File: config.mk
export PLATFORM = sky130hd
export DESIGN_NAME = mcu_special_function_regs
export DESIGN_NICKNAME = d
export VERILOG_FILES = /design/src/sfr_pkg.sv /design/src/mcu_special_function_regs.sv
export VERILOG_INCLUDE_DIRS = /design/src
export SDC_FILE = /design/constraint.sdc
export NUM_CORES = 1
export LEC_CHECK = 0
export ABC_AREA = 0
export BUFFER_PORTS_ARGS = -buffer_cell sky130_fd_sc_hd__buf_2
export CAP_MARGIN = 20
export CORE_UTILIZATION = 53
export CTS_CLUSTER_DIAMETER = 50
export CTS_CLUSTER_SIZE = 40
export DETAILED_ROUTE_END_ITERATION = 6
export GPL_TIMING_DRIVEN = 0
export PLACE_DENSITY = 0.85
export REMOVE_ABC_BUFFERS = 1
export SYNTH_ARGS = -nofsm -noshare
export SYNTH_HDL_FRONTEND = slang
export SYNTH_SLANG_ARGS = --single-unit
File: constraint.sdc
create_clock -name clk_i -period 1.7 [get_ports clk_i]
set_clock_uncertainty 0.05 [all_clocks]
set_input_delay 0.34 -clock clk_i [delete_from_list [all_inputs] [get_ports clk_i]]
set_output_delay 0.34 -clock clk_i [all_outputs]
set_load 0.05 [all_outputs]
File: src/sfr_defines.svh
// register offsets, field positions and reset values of the special-function bank
`ifndef SFR_DEFINES_SVH
`define SFR_DEFINES_SVH
`define SFR_STATUS_OFS    4'h3
`define SFR_BANK_OFS      4'h4
`define SFR_PORT5_OFS     4'h5
`define SFR_BROWNOUT_OFS  4'h6
`define SFR_MISC_OFS      4'h7
`define SFR_ANALOG_OFS    4'h8
`define ST_TIMEOUT_BIT    4
`define ST_PWRDN_BIT      3
`define ST_ZERO_BIT       2
`define ST_HCARRY_BIT     1
`define ST_CARRY_BIT      0
`define BO_IRQ_FLAG_BIT   6
`define BO_STATE_N_BIT    5
`define BO_IRQ_EN_BIT     4
`define BO_WAKE_EN_BIT    3
`define BO_DET_ON_BIT     2
`define MISC_IRQ_PIN_BIT  2
`define STATUS_RST        8'h18
`define BANK_RST          8'h00
`define PORT5_RST         8'h00
`define BROWNOUT_RST      8'h00
`define MISC_RST          8'h20
`define ANALOG_RST        8'h00
`define BANK_WMASK        8'h7f
`define BROWNOUT_WMASK    8'h1f
`define MISC_WMASK        8'h3f
`define ANALOG_WMASK      8'h7f
`endif

File: src/sfr_pkg.sv
// types shared by the special-function register bank
package sfr_pkg;
    typedef enum logic [1:0] {
        LVL_4V5,
        LVL_4V0,
        LVL_3V3,
        LVL_2V2
    } bo_level_t;
    typedef struct packed {
        logic       core_osc_select;
        logic       idle_on_sleep;
        logic       ext_irq_pin_sel;
        logic       tick_counter_clk_sel;
        logic       timer1_clk_sel;
        logic       timer2_clk_sel;
    } misc_ctrl_t;
    typedef struct packed {
        logic       sleep_instr;
        logic       watchdog_clear_instr;
        logic       watchdog_timeout;
        logic       irq_global_on_instr;
        logic       irq_global_off_instr;
    } core_events_t;
    typedef struct packed {
        logic       zero;
        logic       half_carry_flag;
        logic       carry;
    } alu_flags_t;
endpackage : sfr_pkg

File: src/mcu_special_function_regs.sv
// special-function register bank: status, bank select, port 5, brownout, misc and analog select
`timescale 1ns/100ps
`include "sfr_defines.svh"
module mcu_special_function_regs #(
    parameter int PORT_W = 8
) (
    input  wire logic                 clk_i,
    input  wire logic                 nrst_i,
    input  wire logic                 clk_en_i,
    input  wire logic [3:0]           addr_i,
    input  wire logic [7:0]           wdata_i,
    input  wire logic                 wr_i,
    input  wire logic                 rd_i,
    output logic      [7:0]           rdata_o,
    input  wire sfr_pkg::core_events_t events_i,
    input  wire logic                 alu_update_i,
    input  wire sfr_pkg::alu_flags_t  alu_flags_i,
    input  wire logic                 below_level_i,
    input  wire logic [PORT_W-1:0]    port5_pins_i,
    input  wire logic [PORT_W-1:0]    port5_dir_i,
    output logic      [PORT_W-1:0]    port5_out_o,
    output logic      [PORT_W-1:0]    port5_oe_o,
    output logic      [6:0]           analog_en_o,
    output logic      [5:0]           indirect_addr_o,
    output logic                      data_bank_o,
    output sfr_pkg::bo_level_t        brownout_level_sel_o,
    output logic                      brownout_detector_on_o,
    output sfr_pkg::misc_ctrl_t       misc_ctrl_o,
    output logic                      main_osc_run_o,
    output logic                      enter_idle_o,
    output logic                      enter_sleep_o,
    output logic                      brownout_irq_o,
    output logic                      ext_irq_o,
    output logic                      brownout_wake_o,
    output logic                      irq_global_o
);
    logic [7:0]        status_q;
    logic [7:0]        bank_q;
    logic [PORT_W-1:0] port5_q;
    logic [4:0]        bo_ctrl_q;
    logic              bo_flag_q;
    logic [5:0]        misc_q;
    logic [6:0]        analog_q;
    logic              gie_q;
    logic [PORT_W-1:0] pin_s1_q;
    logic [PORT_W-1:0] pin_s2_q;
    logic [PORT_W-1:0] pin_s3_q;
    logic [PORT_W-1:0] pin_q;
    logic              low_s1_q;
    logic              low_s2_q;
    logic              low_s3_q;
    logic              low_q;
    logic              low_prev_q;
    logic [7:0]        rdata_q;
    logic              state_n;
    logic              detect_ev;

    function automatic logic wr_hit(input logic [3:0] a, input logic [3:0] ofs);
        wr_hit = wr_i && clk_en_i && (a == ofs);
    endfunction : wr_hit

    // three-stage synchronisers; a change counts when stages two and three agree
    always_ff @(posedge clk_i or negedge nrst_i)
    begin
        if (!nrst_i)
        begin
            pin_s1_q <= '0;
            pin_s2_q <= '0;
            pin_s3_q <= '0;
            pin_q    <= '0;
            low_s1_q <= 1'b0;
            low_s2_q <= 1'b0;
            low_s3_q <= 1'b0;
            low_q    <= 1'b0;
        end
        else if (clk_en_i)
        begin
            pin_s1_q <= port5_pins_i;
            pin_s2_q <= pin_s1_q;
            pin_s3_q <= pin_s2_q;
            for (int i = 0; i < PORT_W; i++)
            begin
                if (pin_s2_q[i] == pin_s3_q[i])
                    pin_q[i] <= pin_s3_q[i];
            end
            low_s1_q <= below_level_i;
            low_s2_q <= low_s1_q;
            low_s3_q <= low_s2_q;
            if (low_s2_q == low_s3_q)
                low_q <= low_s3_q;
        end
    end

    assign state_n   = !(bo_ctrl_q[`BO_DET_ON_BIT] && low_q);
    assign detect_ev = bo_ctrl_q[`BO_DET_ON_BIT] && low_q && !low_prev_q;

    // status: sleep/watchdog events own T and P; software cannot touch them
    always_ff @(posedge clk_i or negedge nrst_i)
    begin
        if (!nrst_i)
            status_q <= `STATUS_RST;
        else if (clk_en_i)
        begin
            if (wr_hit(addr_i, `SFR_STATUS_OFS))
            begin
                status_q[7:5] <= wdata_i[7:5] & 3'b010;
                status_q[2:0] <= wdata_i[2:0];
            end
            if (alu_update_i)
                status_q[2:0] <= {alu_flags_i.zero, alu_flags_i.half_carry_flag,
                                  alu_flags_i.carry};
            if (events_i.watchdog_timeout)
                status_q[`ST_TIMEOUT_BIT] <= 1'b0;
            if (events_i.sleep_instr || events_i.watchdog_clear_instr)
                status_q[`ST_TIMEOUT_BIT] <= 1'b1;
            if (events_i.sleep_instr)
                status_q[`ST_PWRDN_BIT] <= 1'b0;
            if (events_i.watchdog_clear_instr)
                status_q[`ST_PWRDN_BIT] <= 1'b1;
        end
    end

    always_ff @(posedge clk_i or negedge nrst_i)
    begin
        if (!nrst_i)
        begin
            bank_q   <= `BANK_RST;
            port5_q  <= PORT_W'(`PORT5_RST);
            misc_q   <= 6'(`MISC_RST);
            analog_q <= 7'(`ANALOG_RST);
        end
        else if (clk_en_i)
        begin
            if (wr_hit(addr_i, `SFR_BANK_OFS))
                bank_q <= wdata_i & `BANK_WMASK;
            if (wr_hit(addr_i, `SFR_PORT5_OFS))
                port5_q <= wdata_i[PORT_W-1:0];
            if (wr_hit(addr_i, `SFR_MISC_OFS))
                misc_q <= wdata_i[5:0];
            if (wr_hit(addr_i, `SFR_ANALOG_OFS))
                analog_q <= wdata_i[6:0];
        end
    end

    // brownout: detection set wins over a software clear in the same cycle
    always_ff @(posedge clk_i or negedge nrst_i)
    begin
        if (!nrst_i)
        begin
            bo_ctrl_q  <= 5'h00;
            bo_flag_q  <= 1'b0;
            low_prev_q <= 1'b0;
        end
        else if (clk_en_i)
        begin
            low_prev_q <= bo_ctrl_q[`BO_DET_ON_BIT] && low_q;
            if (wr_hit(addr_i, `SFR_BROWNOUT_OFS))
            begin
                bo_ctrl_q <= wdata_i[4:0];
                if (!wdata_i[`BO_IRQ_FLAG_BIT])
                    bo_flag_q <= 1'b0;
            end
            if (detect_ev)
                bo_flag_q <= 1'b1;
        end
    end

    always_ff @(posedge clk_i or negedge nrst_i)
    begin
        if (!nrst_i)
            gie_q <= 1'b0;
        else if (clk_en_i)
        begin
            if (events_i.irq_global_off_instr)
                gie_q <= 1'b0;
            else if (events_i.irq_global_on_instr)
                gie_q <= 1'b1;
        end
    end

    // read data one cycle after the strobe; unmapped offsets read zero
    always_ff @(posedge clk_i or negedge nrst_i)
    begin
        if (!nrst_i)
            rdata_q <= 8'h00;
        else if (clk_en_i)
        begin
            rdata_q <= 8'h00;
            if (rd_i)
            begin
                case (addr_i)
                    `SFR_STATUS_OFS:   rdata_q <= status_q;
                    `SFR_BANK_OFS:     rdata_q <= bank_q;
                    `SFR_PORT5_OFS:
                    begin
                        for (int i = 0; i < PORT_W; i++)
                            rdata_q[i] <= port5_dir_i[i] ? pin_q[i] : port5_q[i];
                    end
                    `SFR_BROWNOUT_OFS: rdata_q <= {1'b0, bo_flag_q, state_n, bo_ctrl_q};
                    `SFR_MISC_OFS:     rdata_q <= {2'b00, misc_q};
                    `SFR_ANALOG_OFS:   rdata_q <= {1'b0, analog_q};
                    default:           rdata_q <= 8'h00;
                endcase
            end
        end
    end

    assign rdata_o                = rdata_q;
    assign indirect_addr_o        = bank_q[5:0];
    assign data_bank_o            = bank_q[6];
    assign port5_out_o            = port5_q;
    // pins set as input or switched to analog never drive; the irq pin is kept an input while misc_q[3] selects it
    always_comb
    begin
        port5_oe_o = ~port5_dir_i & ~PORT_W'(analog_q);
        if (misc_q[3])
            port5_oe_o[2] = 1'b0;
    end
    assign analog_en_o            = analog_q;
    assign brownout_level_sel_o   = sfr_pkg::bo_level_t'(bo_ctrl_q[1:0]);
    assign brownout_detector_on_o = bo_ctrl_q[`BO_DET_ON_BIT];
    assign misc_ctrl_o            = misc_q;
    assign main_osc_run_o         = misc_q[5];
    assign enter_idle_o           = events_i.sleep_instr && misc_q[4];
    assign enter_sleep_o          = events_i.sleep_instr && !misc_q[4];
    assign brownout_irq_o         = gie_q && bo_ctrl_q[`BO_IRQ_EN_BIT] && bo_flag_q;
    // active-low pin, masked while the select is clear
    assign ext_irq_o              = gie_q && misc_q[3] && !pin_q[2];
    assign brownout_wake_o        = bo_ctrl_q[`BO_WAKE_EN_BIT] && bo_flag_q;
    assign irq_global_o           = gie_q;

    property p_timeout_after_sleep;
        @(posedge clk_i) disable iff (!nrst_i)
        (clk_en_i && events_i.sleep_instr && !events_i.watchdog_clear_instr)
            |=> (status_q[4] && !status_q[3]);
    endproperty
    a_timeout_after_sleep: assert property (p_timeout_after_sleep)
        else $error("sleep did not set timeout and clear power-down");

    property p_wdt_clear;
        @(posedge clk_i) disable iff (!nrst_i)
        (clk_en_i && events_i.watchdog_clear_instr && !events_i.sleep_instr)
            |=> (status_q[4] && status_q[3]);
    endproperty
    a_wdt_clear: assert property (p_wdt_clear)
        else $error("watchdog clear did not set both flags");

    property p_tp_readonly;
        @(posedge clk_i) disable iff (!nrst_i)
        (clk_en_i && wr_i && addr_i == 4'h3 && events_i == '0)
            |=> $stable(status_q[4:3]);
    endproperty
    a_tp_readonly: assert property (p_tp_readonly)
        else $error("software write changed timeout or power-down");

    property p_flag_set;
        @(posedge clk_i) disable iff (!nrst_i)
        (clk_en_i && detect_ev) |=> bo_flag_q;
    endproperty
    a_flag_set: assert property (p_flag_set)
        else $error("detection did not set brownout flag");

    property p_state_off;
        @(posedge clk_i) disable iff (!nrst_i)
        !bo_ctrl_q[2] |-> state_n;
    endproperty
    a_state_off: assert property (p_state_off)
        else $error("state bit low while detector off");

    property p_brown_read;
        @(posedge clk_i) disable iff (!nrst_i)
        (clk_en_i && rd_i && addr_i == 4'h6) |=> (rdata_o[7] == 1'b0);
    endproperty
    a_brown_read: assert property (p_brown_read)
        else $error("brownout bit 7 read nonzero");

    property p_idle_sel;
        @(posedge clk_i) disable iff (!nrst_i)
        events_i.sleep_instr |-> (enter_idle_o != enter_sleep_o) && (enter_idle_o == misc_q[4]);
    endproperty
    a_idle_sel: assert property (p_idle_sel)
        else $error("sleep mode choice wrong");

    property p_irq_gate;
        @(posedge clk_i) disable iff (!nrst_i)
        (brownout_irq_o || ext_irq_o) |-> gie_q;
    endproperty
    a_irq_gate: assert property (p_irq_gate)
        else $error("interrupt raised with global enable off");

    property p_ext_mask;
        @(posedge clk_i) disable iff (!nrst_i)
        !misc_q[3] |-> !ext_irq_o;
    endproperty
    a_ext_mask: assert property (p_ext_mask)
        else $error("external interrupt not masked");

    property p_bank_bit7;
        @(posedge clk_i) disable iff (!nrst_i)
        (clk_en_i && wr_i && addr_i == 4'h4) |=> (bank_q == ($past(wdata_i) & 8'h7f));
    endproperty
    a_bank_bit7: assert property (p_bank_bit7)
        else $error("bank select write wrong");

    property p_flag_hold;
        @(posedge clk_i) disable iff (!nrst_i)
        (bo_flag_q && !(wr_i && addr_i == `SFR_BROWNOUT_OFS && !wdata_i[`BO_IRQ_FLAG_BIT]))
            |=> bo_flag_q;
    endproperty
    a_flag_hold: assert property (p_flag_hold)
        else $error("brownout flag cleared without a write of zero");

    property p_state_read;
        @(posedge clk_i) disable iff (!nrst_i)
        (clk_en_i && rd_i && addr_i == `SFR_BROWNOUT_OFS) |=> (rdata_o[5] == $past(state_n));
    endproperty
    a_state_read: assert property (p_state_read)
        else $error("detector state bit read wrong");

    property p_gie_on;
        @(posedge clk_i) disable iff (!nrst_i)
        (clk_en_i && events_i.irq_global_on_instr && !events_i.irq_global_off_instr)
            |=> irq_global_o;
    endproperty
    a_gie_on: assert property (p_gie_on)
        else $error("global enable not set");

    property p_gie_off;
        @(posedge clk_i) disable iff (!nrst_i)
        (clk_en_i && events_i.irq_global_off_instr) |=> !irq_global_o;
    endproperty
    a_gie_off: assert property (p_gie_off)
        else $error("global enable not cleared");

    property p_misc_read;
        @(posedge clk_i) disable iff (!nrst_i)
        (clk_en_i && rd_i && addr_i == `SFR_MISC_OFS) |=> (rdata_o[7:6] == 2'b00);
    endproperty
    a_misc_read: assert property (p_misc_read)
        else $error("misc upper bits read nonzero");

    property p_irq_pin_oe;
        @(posedge clk_i) disable iff (!nrst_i)
        misc_q[3] |-> !port5_oe_o[2];
    endproperty
    a_irq_pin_oe: assert property (p_irq_pin_oe)
        else $error("interrupt pin driven while selected");

    property p_analog_oe;
        @(posedge clk_i) disable iff (!nrst_i)
        (port5_oe_o[6:0] & analog_en_o) == 7'h00;
    endproperty
    a_analog_oe: assert property (p_analog_oe)
        else $error("analog pin driven");
endmodule : mcu_special_function_regs

==> impl_results.md, run 1 <==
* Status: finished clean
* HP Class: primary input to register
* Die height at 88.7 um
* Met3 WL at 495 um
* Final wirelength at 8.88 mm
* CTS Buf Count at 9
* Area post-placement at 4520 sq um
* First DRT Iteration DRCs at 244
* Area Overhead vs Synth at 21.0%
* Total placed cells including tap cells at 496
* Final nets at 456
* Setup violators final at 0
* Die area at 7860 sq um
* Least-Margin Pin Slew at 0.618 ns
* Final Max Tran Viols at 0
* Die W at 88.7 um
* DRT antenna net count at 0
* Initial antenna violation count at 0
* Clk sinks at 86
* Crit-path max FO at 4
* Power per Cell Area at 1260 nW/um^2
* Register bit total from synthesis at 86
* Post-Layout Cell Count at 517
* Design area at 4820 sq um
* Share of cells above drive strength 1 at 0.459
* Rel. slew slack at 0.587
* Core Area at 7250 sq um
* Row cnt at 31
* Max Cap Viol at 0
* Pin count of the biggest net entering global routing at 54
* Worst-Skew Late Latency at 0.35 ns
* GPL Wtd Cong at 0.817
* Fin crit share at 0.963
* Setup TNS at 0 ns
* Reg clk slew, reported paths at 0.08 ns
* EDFF count, synth at 0
* WL met1 at 3.82 mm
* Vias in the first global route at 2,885
* Via density at 5.57
* Crit Path Class: register to primary output
* CTS tree: yes
* Final Critical Period at 1.64 ns
* CTS Root Cell: clkbuf_8
* I/O Pins at 97
* Clk buf depth at 2
* H-tree depth at 3
* FFs w/ async S/R, synth at 1.00
* Mapped Cells at 318
* Remaining DRCs at 0
* Synth Flop Type: dfrtp_1
* VDD IR max at 604 uV
* I/O Buffers at 96
* Critical Path AT at 1.25 ns
* Total Routing Usage GR at 0.241
* Wire length on met2 at 4.34 mm
* Register area share after synthesis at 0.541
* Total number of vias at 2,880
* YS warnings at 0
* Antenna diode count at 0
* Post-synthesis cell area at 3980 sq um
* Initial core utilization at 0.549
* Critical Path RT at 1.31 ns
* LEAKAGE at 2.31 nW
* Crit. End Element: primary output
* RSZ-0062 raised after global routing: false
* First-pass GRT wire length at 14.1 mm
* Drt wl/cell at 17.2 um
* Pre-antenna DRT Iters at 4
* Syn Area/Cell at 12.5 sq um
* GRT Residual Overflow at 0
* Post-DP HPWL at 6.26 mm
* Reg2reg setup slack at 0.08 ns
* Fmax at 611 MHz
* Hold Fails Final Rpt at 0
* Crit path launch type: register
* Synth cell types at 44
* Highest Signal Layer: met4
worst max-delay path, stage by stage, from the launching register on:
cell and delay (ns):
dfrtp_1 0.43, and3b_1 0.22, buf_2 0.25
cells by family after synthesis:
logic type / count (synthesis) / synth area share
flip-flops: 86 / 0.541
multiplexers: 74 / 0.215
AND/OR/NAND/NOR: 68 / 0.110
AO/OA/AOI/OAI: 59 / 0.0933
buffers and inverters: 31 / 0.0396
area by class of cell:
type                       instances  area, sq um
sequential                        86         2160
inverter                          12         45.0
clock inverter                     6         91.3
timing repair buffer             103          576
multi-input combinational        201         1690
tap                               99          124
clock buffer                      10          138
fill                             544         2430
cells in the mapped netlist, drive strengths merged, types with 2 or more instances:
| cell type | n | area [sq um] |
|---|---|---|
| dfrtp | 83 | 2080 |
| mux2 | 62 | 724 |
| a21oi | 25 | 125 |
| nor2 | 19 | 81.3 |
| o22ai | 17 | 106 |
| buf | 16 | 101 |
| inv | 12 | 45.0 |
| mux2i | 11 | 110 |
| nand2 | 11 | 41.3 |
| nand2b | 10 | 62.6 |
| nor2b | 5 | 31.3 |
| a222oi | 4 | 40.0 |
| nand3b | 4 | 30.0 |
| o21ai | 4 | 20.0 |
| and2 | 3 | 18.8 |
| and3 | 3 | 18.8 |
| clkbuf | 3 | 11.3 |
| dfstp | 3 | 78.8 |
| a211oi | 2 | 15.0 |
| a22o | 2 | 17.5 |
| nand3 | 2 | 10.0 |
| nand4b | 2 | 32.5 |
| nand4bb | 2 | 22.5 |
| nor4b | 2 | 38.8 |
power breakdown:
part | switching [W] | leakage (nW) | total, W | internal, W
registers | 0.000302 | 1.07 | 0.00271 | 0.00241
logic | 0.00113 | 1.13 | 0.00171 | 0.000581
clock network | 0.000746 | 0.117 | 0.00163 | 0.000879
total | 0.00218 | 2.31 | 0.00605 | 0.00387
worst paths after layout:
path | startpoint | endpoint | cells after the start
setup / recovery | pin_q[2]$_DFFE_PN0P_ | ext_irq_o | 2
hold / removal | events_i[0] | irq_global_o$_DFFE_PN0P_ | 2
setup reg to reg | pin_q[5]$_DFFE_PN0P_ | rdata_o[5]$_DFFE_PN0P_ | 4
hold reg to reg | status_q[4]$_DFFE_PN1P_ | status_q[4]$_DFFE_PN1P_ | 2
max in group asynchronous | nrst_i | misc_ctrl_o[5]$_DFFE_PN1P_ | 3
min in group asynchronous | nrst_i | pin_s2_q[6]$_DFFE_PN0P_ | 2
routing by layer:
metal / GRT usage / vias to the layer above
li1: - / 1348
met1: 0.317 / 1416
met2: 0.391 / 97
met3: 0.0466 / 19
met4: 0.109 / 0
met5: 0 / -
repair_timing:
action | in CTS | in global routing
buffers inserted | 4 | 0
endpoints found under the setup margin | 22 | 9
resized for setup | 3 | 6
endpoints found under the hold margin | 33 | 0
gates cloned | 0 | 0
pin swaps | 1 | 1
hold buffers | 1 | 0
layout by cell type (no fill, tap or decap), types with 2 or more instances in the layout:
master | synthesis | final
buf_2 | 6 | 93
dfrtp_1 | 83 | 82
mux2_2 | 49 | 49
a21oi_1 | 25 | 25
nor2_1 | 17 | 17
o22ai_1 | 17 | 17
inv_1 | 12 | 12
nand2_1 | 11 | 11
mux2i_1 | 11 | 11
nand2b_1 | 10 | 10
clkbuf_8 | 0 | 10
mux2_4 | 7 | 8
buf_4 | 5 | 7
nor2b_1 | 5 | 5
mux2_1 | 6 | 5
o21ai_0 | 4 | 4
nand3b_1 | 4 | 4
a222oi_1 | 4 | 4
and2_1 | 3 | 3
dfstp_2 | 3 | 3
and3_1 | 3 | 2
a22o_1 | 2 | 2
nand3_1 | 2 | 2
a211oi_1 | 2 | 2
inv_6 | 0 | 2
bufinv_16 | 0 | 2
per-stage QoR:
| stage | util | hold slack (ns) | worst slack [ns] | power [W] |
|---|---|---|---|---|
| floorplan | - | -0.00559 | -0.429 | 0.00389 |
| global placement | 0.617 | 0.408 | -0.996 | 0.00436 |
| detailed placement | 0.624 | 0.269 | -0.570 | 0.00444 |
| CTS | 0.662 | 0.0995 | 0.0130 | 0.00607 |
| global route | 0.664 | 0.117 | 0.00421 | 0.00632 |
| finish | 0.664 | 0.111 | 0.0628 | 0.00605 |
sequential cells by signal, indices dropped and copies added, names as in the netlist, 5 cells and up:
| signal | count |
|---|---|
| analog_en_o | 7 |
| bank_q | 7 |
| bo_ctrl_q | 5 |
| misc_ctrl_o | 6 |
| pin_q | 8 |
| pin_s1_q | 8 |
| pin_s2_q | 8 |
| pin_s3_q | 8 |
| port5_out_o | 8 |
| rdata_o | 8 |
| status_q | 6 |
No activity file was read; power rests on OpenSTA's default activity.
==> run 2, diff against run 1 <==
PLACE_DENSITY = 0.9   (was 0.85)
==> impl_results.md, run 2 (synthesis results as in run 1) <==
* Initial core utilization at 0.549 (unchanged)
* Least-Margin Pin Slew at 0.589 ns (-0.0286 ns)
* Setup violators final at 0 (unchanged)
* WHS Endpoint: irq_global_o$_DFFE_PN0P_
* RR Endpoint: rdata_o[5]$_DFFE_PN0P_
* Setup TNS at 0 ns (unchanged)
* Antenna diode count at 0 (unchanged)
* Filler cell count at 543 (-0.18%)
* Status: finished clean
* Register area at 2160 sq um (unchanged)
* Die height at 88.7 um (unchanged)
* Remaining DRCs at 0 (unchanged)
* Row cnt at 31 (unchanged)
* Post-DP HPWL at 6.28 mm (+0.28%)
* Hold_sp: events_i[0]
* Most frequent cells in the layout: 93 x buf_2, 82 x dfrtp_1, 49 x mux2_2
* Critical Path RT at 1.31 ns (about the same)
* Total number of vias at 2,971 (+3.2%)
* Die area at 7860 sq um (unchanged)
* Final wirelength at 9.38 mm (+5.6%)
* Via density at 5.77 (+3.6%)
* Initial antenna violation count at 0 (unchanged)
* Power per Cell Area at 1280 nW/um^2 (+1.8%)
* Drt wl/cell at 18.2 um (+6.0%)
* Most common cell after layout, fill and taps aside: buf_2
* Share of cells above drive strength 1 at 0.454 (-0.00500)
* Buf+Inv Stages, Crit Path at 1 (unchanged)
* Final nets at 454 (-0.44%)
* Area Overhead vs Synth at 21.4%
* Pin count of the biggest net entering global routing at 64 (+19%)
* Worst-Skew Late Latency at 0.35 ns (about the same)
* CP Launch Point: pin_q[2]$_DFFE_PN0P_
* DRT antenna net count at 0 (unchanged)
* CTS tree: yes
* Rel. slew slack at 0.606 (+0.0191)
* I/O Pins at 97 (unchanged)
* GRT Residual Overflow at 0 (unchanged)
* Clk sinks at 86 (unchanged)
* Critical Path Stages at 2 (unchanged)
* Crit-path max FO at 4 (unchanged)
* Top delay family on crit path: flip-flops
* Crit Path Class: register to primary output
* Reg2reg setup slack at 0.09 ns (about the same)
* RSZ-0062 raised after global routing: false
* First-pass GRT wire length at 14.9 mm (+5.7%)
* Total Routing Usage GR at 0.260 (+0.0189)
* Fin crit share at 0.971 (+0.00837)
* H-tree depth at 3 (unchanged)
* Slowest cell on crit path: dfrtp_1
* Final Max Tran Viols at 0 (unchanged)
* Clk buf depth at 2 (unchanged)
* Crit-path cells: and3b_1 -> buf_2
* LEAKAGE at 2.31 nW (about the same)
* Reg clk slew, reported paths at 0.08 ns (about the same)
* Worst path max stage delay at 0.43 ns (about the same)
* Total placed cells including tap cells at 496 (unchanged)
* Multi-input logic area at 1680 sq um (-0.30%)
* GPL Wtd Cong at 0.797 (-2.4%)
* Final Critical Period at 1.65 ns (+0.0142 ns)
* Fmax at 606 MHz (-0.86%)
* Pre-antenna DRT Iters at 5 (+1)
* Core Area at 7250 sq um (unchanged)
* Total power at 0.00618 W (+2.1%)
* Hold Fails Final Rpt at 0 (unchanged)
* Final worst slack at 0.0486 ns (-0.0142 ns)
* Design area at 4830 sq um (+0.29%)
* WHS Path Cells at 2 (unchanged)
* R2R Path Start: pin_q[5]$_DFFE_PN0P_
* Critical Path AT at 1.26 ns (about the same)
* CTS Root Cell: clkbuf_8
* Post-Layout Cell Count at 515 (-0.39%)
* Reg2Reg Depth at 4 (unchanged)
* Vias in the first global route at 2,914 (+1.0%)
* Max Cap Viol at 0 (unchanged)
* VDD IR max at 650 uV (+7.6%)
* Setup WS pre-CTS at -0.674 ns (-0.104 ns)
* CTS Buf Count at 9 (unchanged)
* Crit. End Element: primary output
* HP Class: primary input to register
* Area post-placement at 4520 sq um (unchanged)
* Die W at 88.7 um (unchanged)
* Crit path launch type: register
* I/O Buffers at 96 (unchanged)
* First DRT Iteration DRCs at 249 (+2.0%)
-- run 2: cell count changes in the layout (fill, tap and decap cells not counted) --
cell,before,now
bufinv_16,2,3
buf_12,1,2
nor3_2,1,0
buf_6,0,1
clkinv_2,1,2
nor3_1,0,1
inv_6,2,0
buf_4,7,3
-- run 2: how the worst max path moves through the flow --
stage                            endpoint
2_1_floorplan               port5_oe_o[2]
3_3_place_gp        bank_q[6]$_DFFE_PN0P_
3_5_place_dp        bank_q[5]$_DFFE_PN0P_
4_1_cts        analog_en_o[5]$_DFFE_PN0P_
5_1_grt                         ext_irq_o
6_report                        ext_irq_o
-- run 2: repair_timing --
| action | in CTS | in global routing |
|---|---|---|
| endpoints found under the setup margin | 34 | 9 |
| hold endpoints to repair | 23 | 0 |
| resized for setup | 6 | 2 |
| hold buffers | 1 | 0 |
| pin swaps | 2 | 2 |
| setup buffers | 1 | 1 |
-- run 2: where the power goes --
part	leakage (nW)	switching, W	internal, W
sequential	1.07	0.000308	0.00241
clock	0.126	0.000722	0.00101
combinational	1.12	0.00115	0.000581
-- run 2: metrics by stage --
stage / util / hold slack [ns]
final: 0.666 / 0.102
after CTS: 0.664 / 0.0967
after detailed placement: 0.624 / 0.213
after global placement: 0.617 / 0.410
after floorplan: - / -0.00559
after global routing: 0.666 / 0.113
-- run 2: per-layer routing --
layer  track usage  vias to the layer above  part of all wire
li1              -                     1336                 -
met1         0.337                     1484              0.41
met2         0.420                      135              0.50
met3        0.0485                       16             0.069
met4         0.135                        0             0.021
met5             0                        -                 0
-- run 2: final cells by class --
cell class | instances | area share
inverter | 12 | 0.00932
sequential | 86 | 0.446
clock buffer | 10 | 0.0285
multi-input combinational | 201 | 0.348
timing repair buffer | 101 | 0.119
clock inverter | 6 | 0.0225
tap | 99 | 0.0256
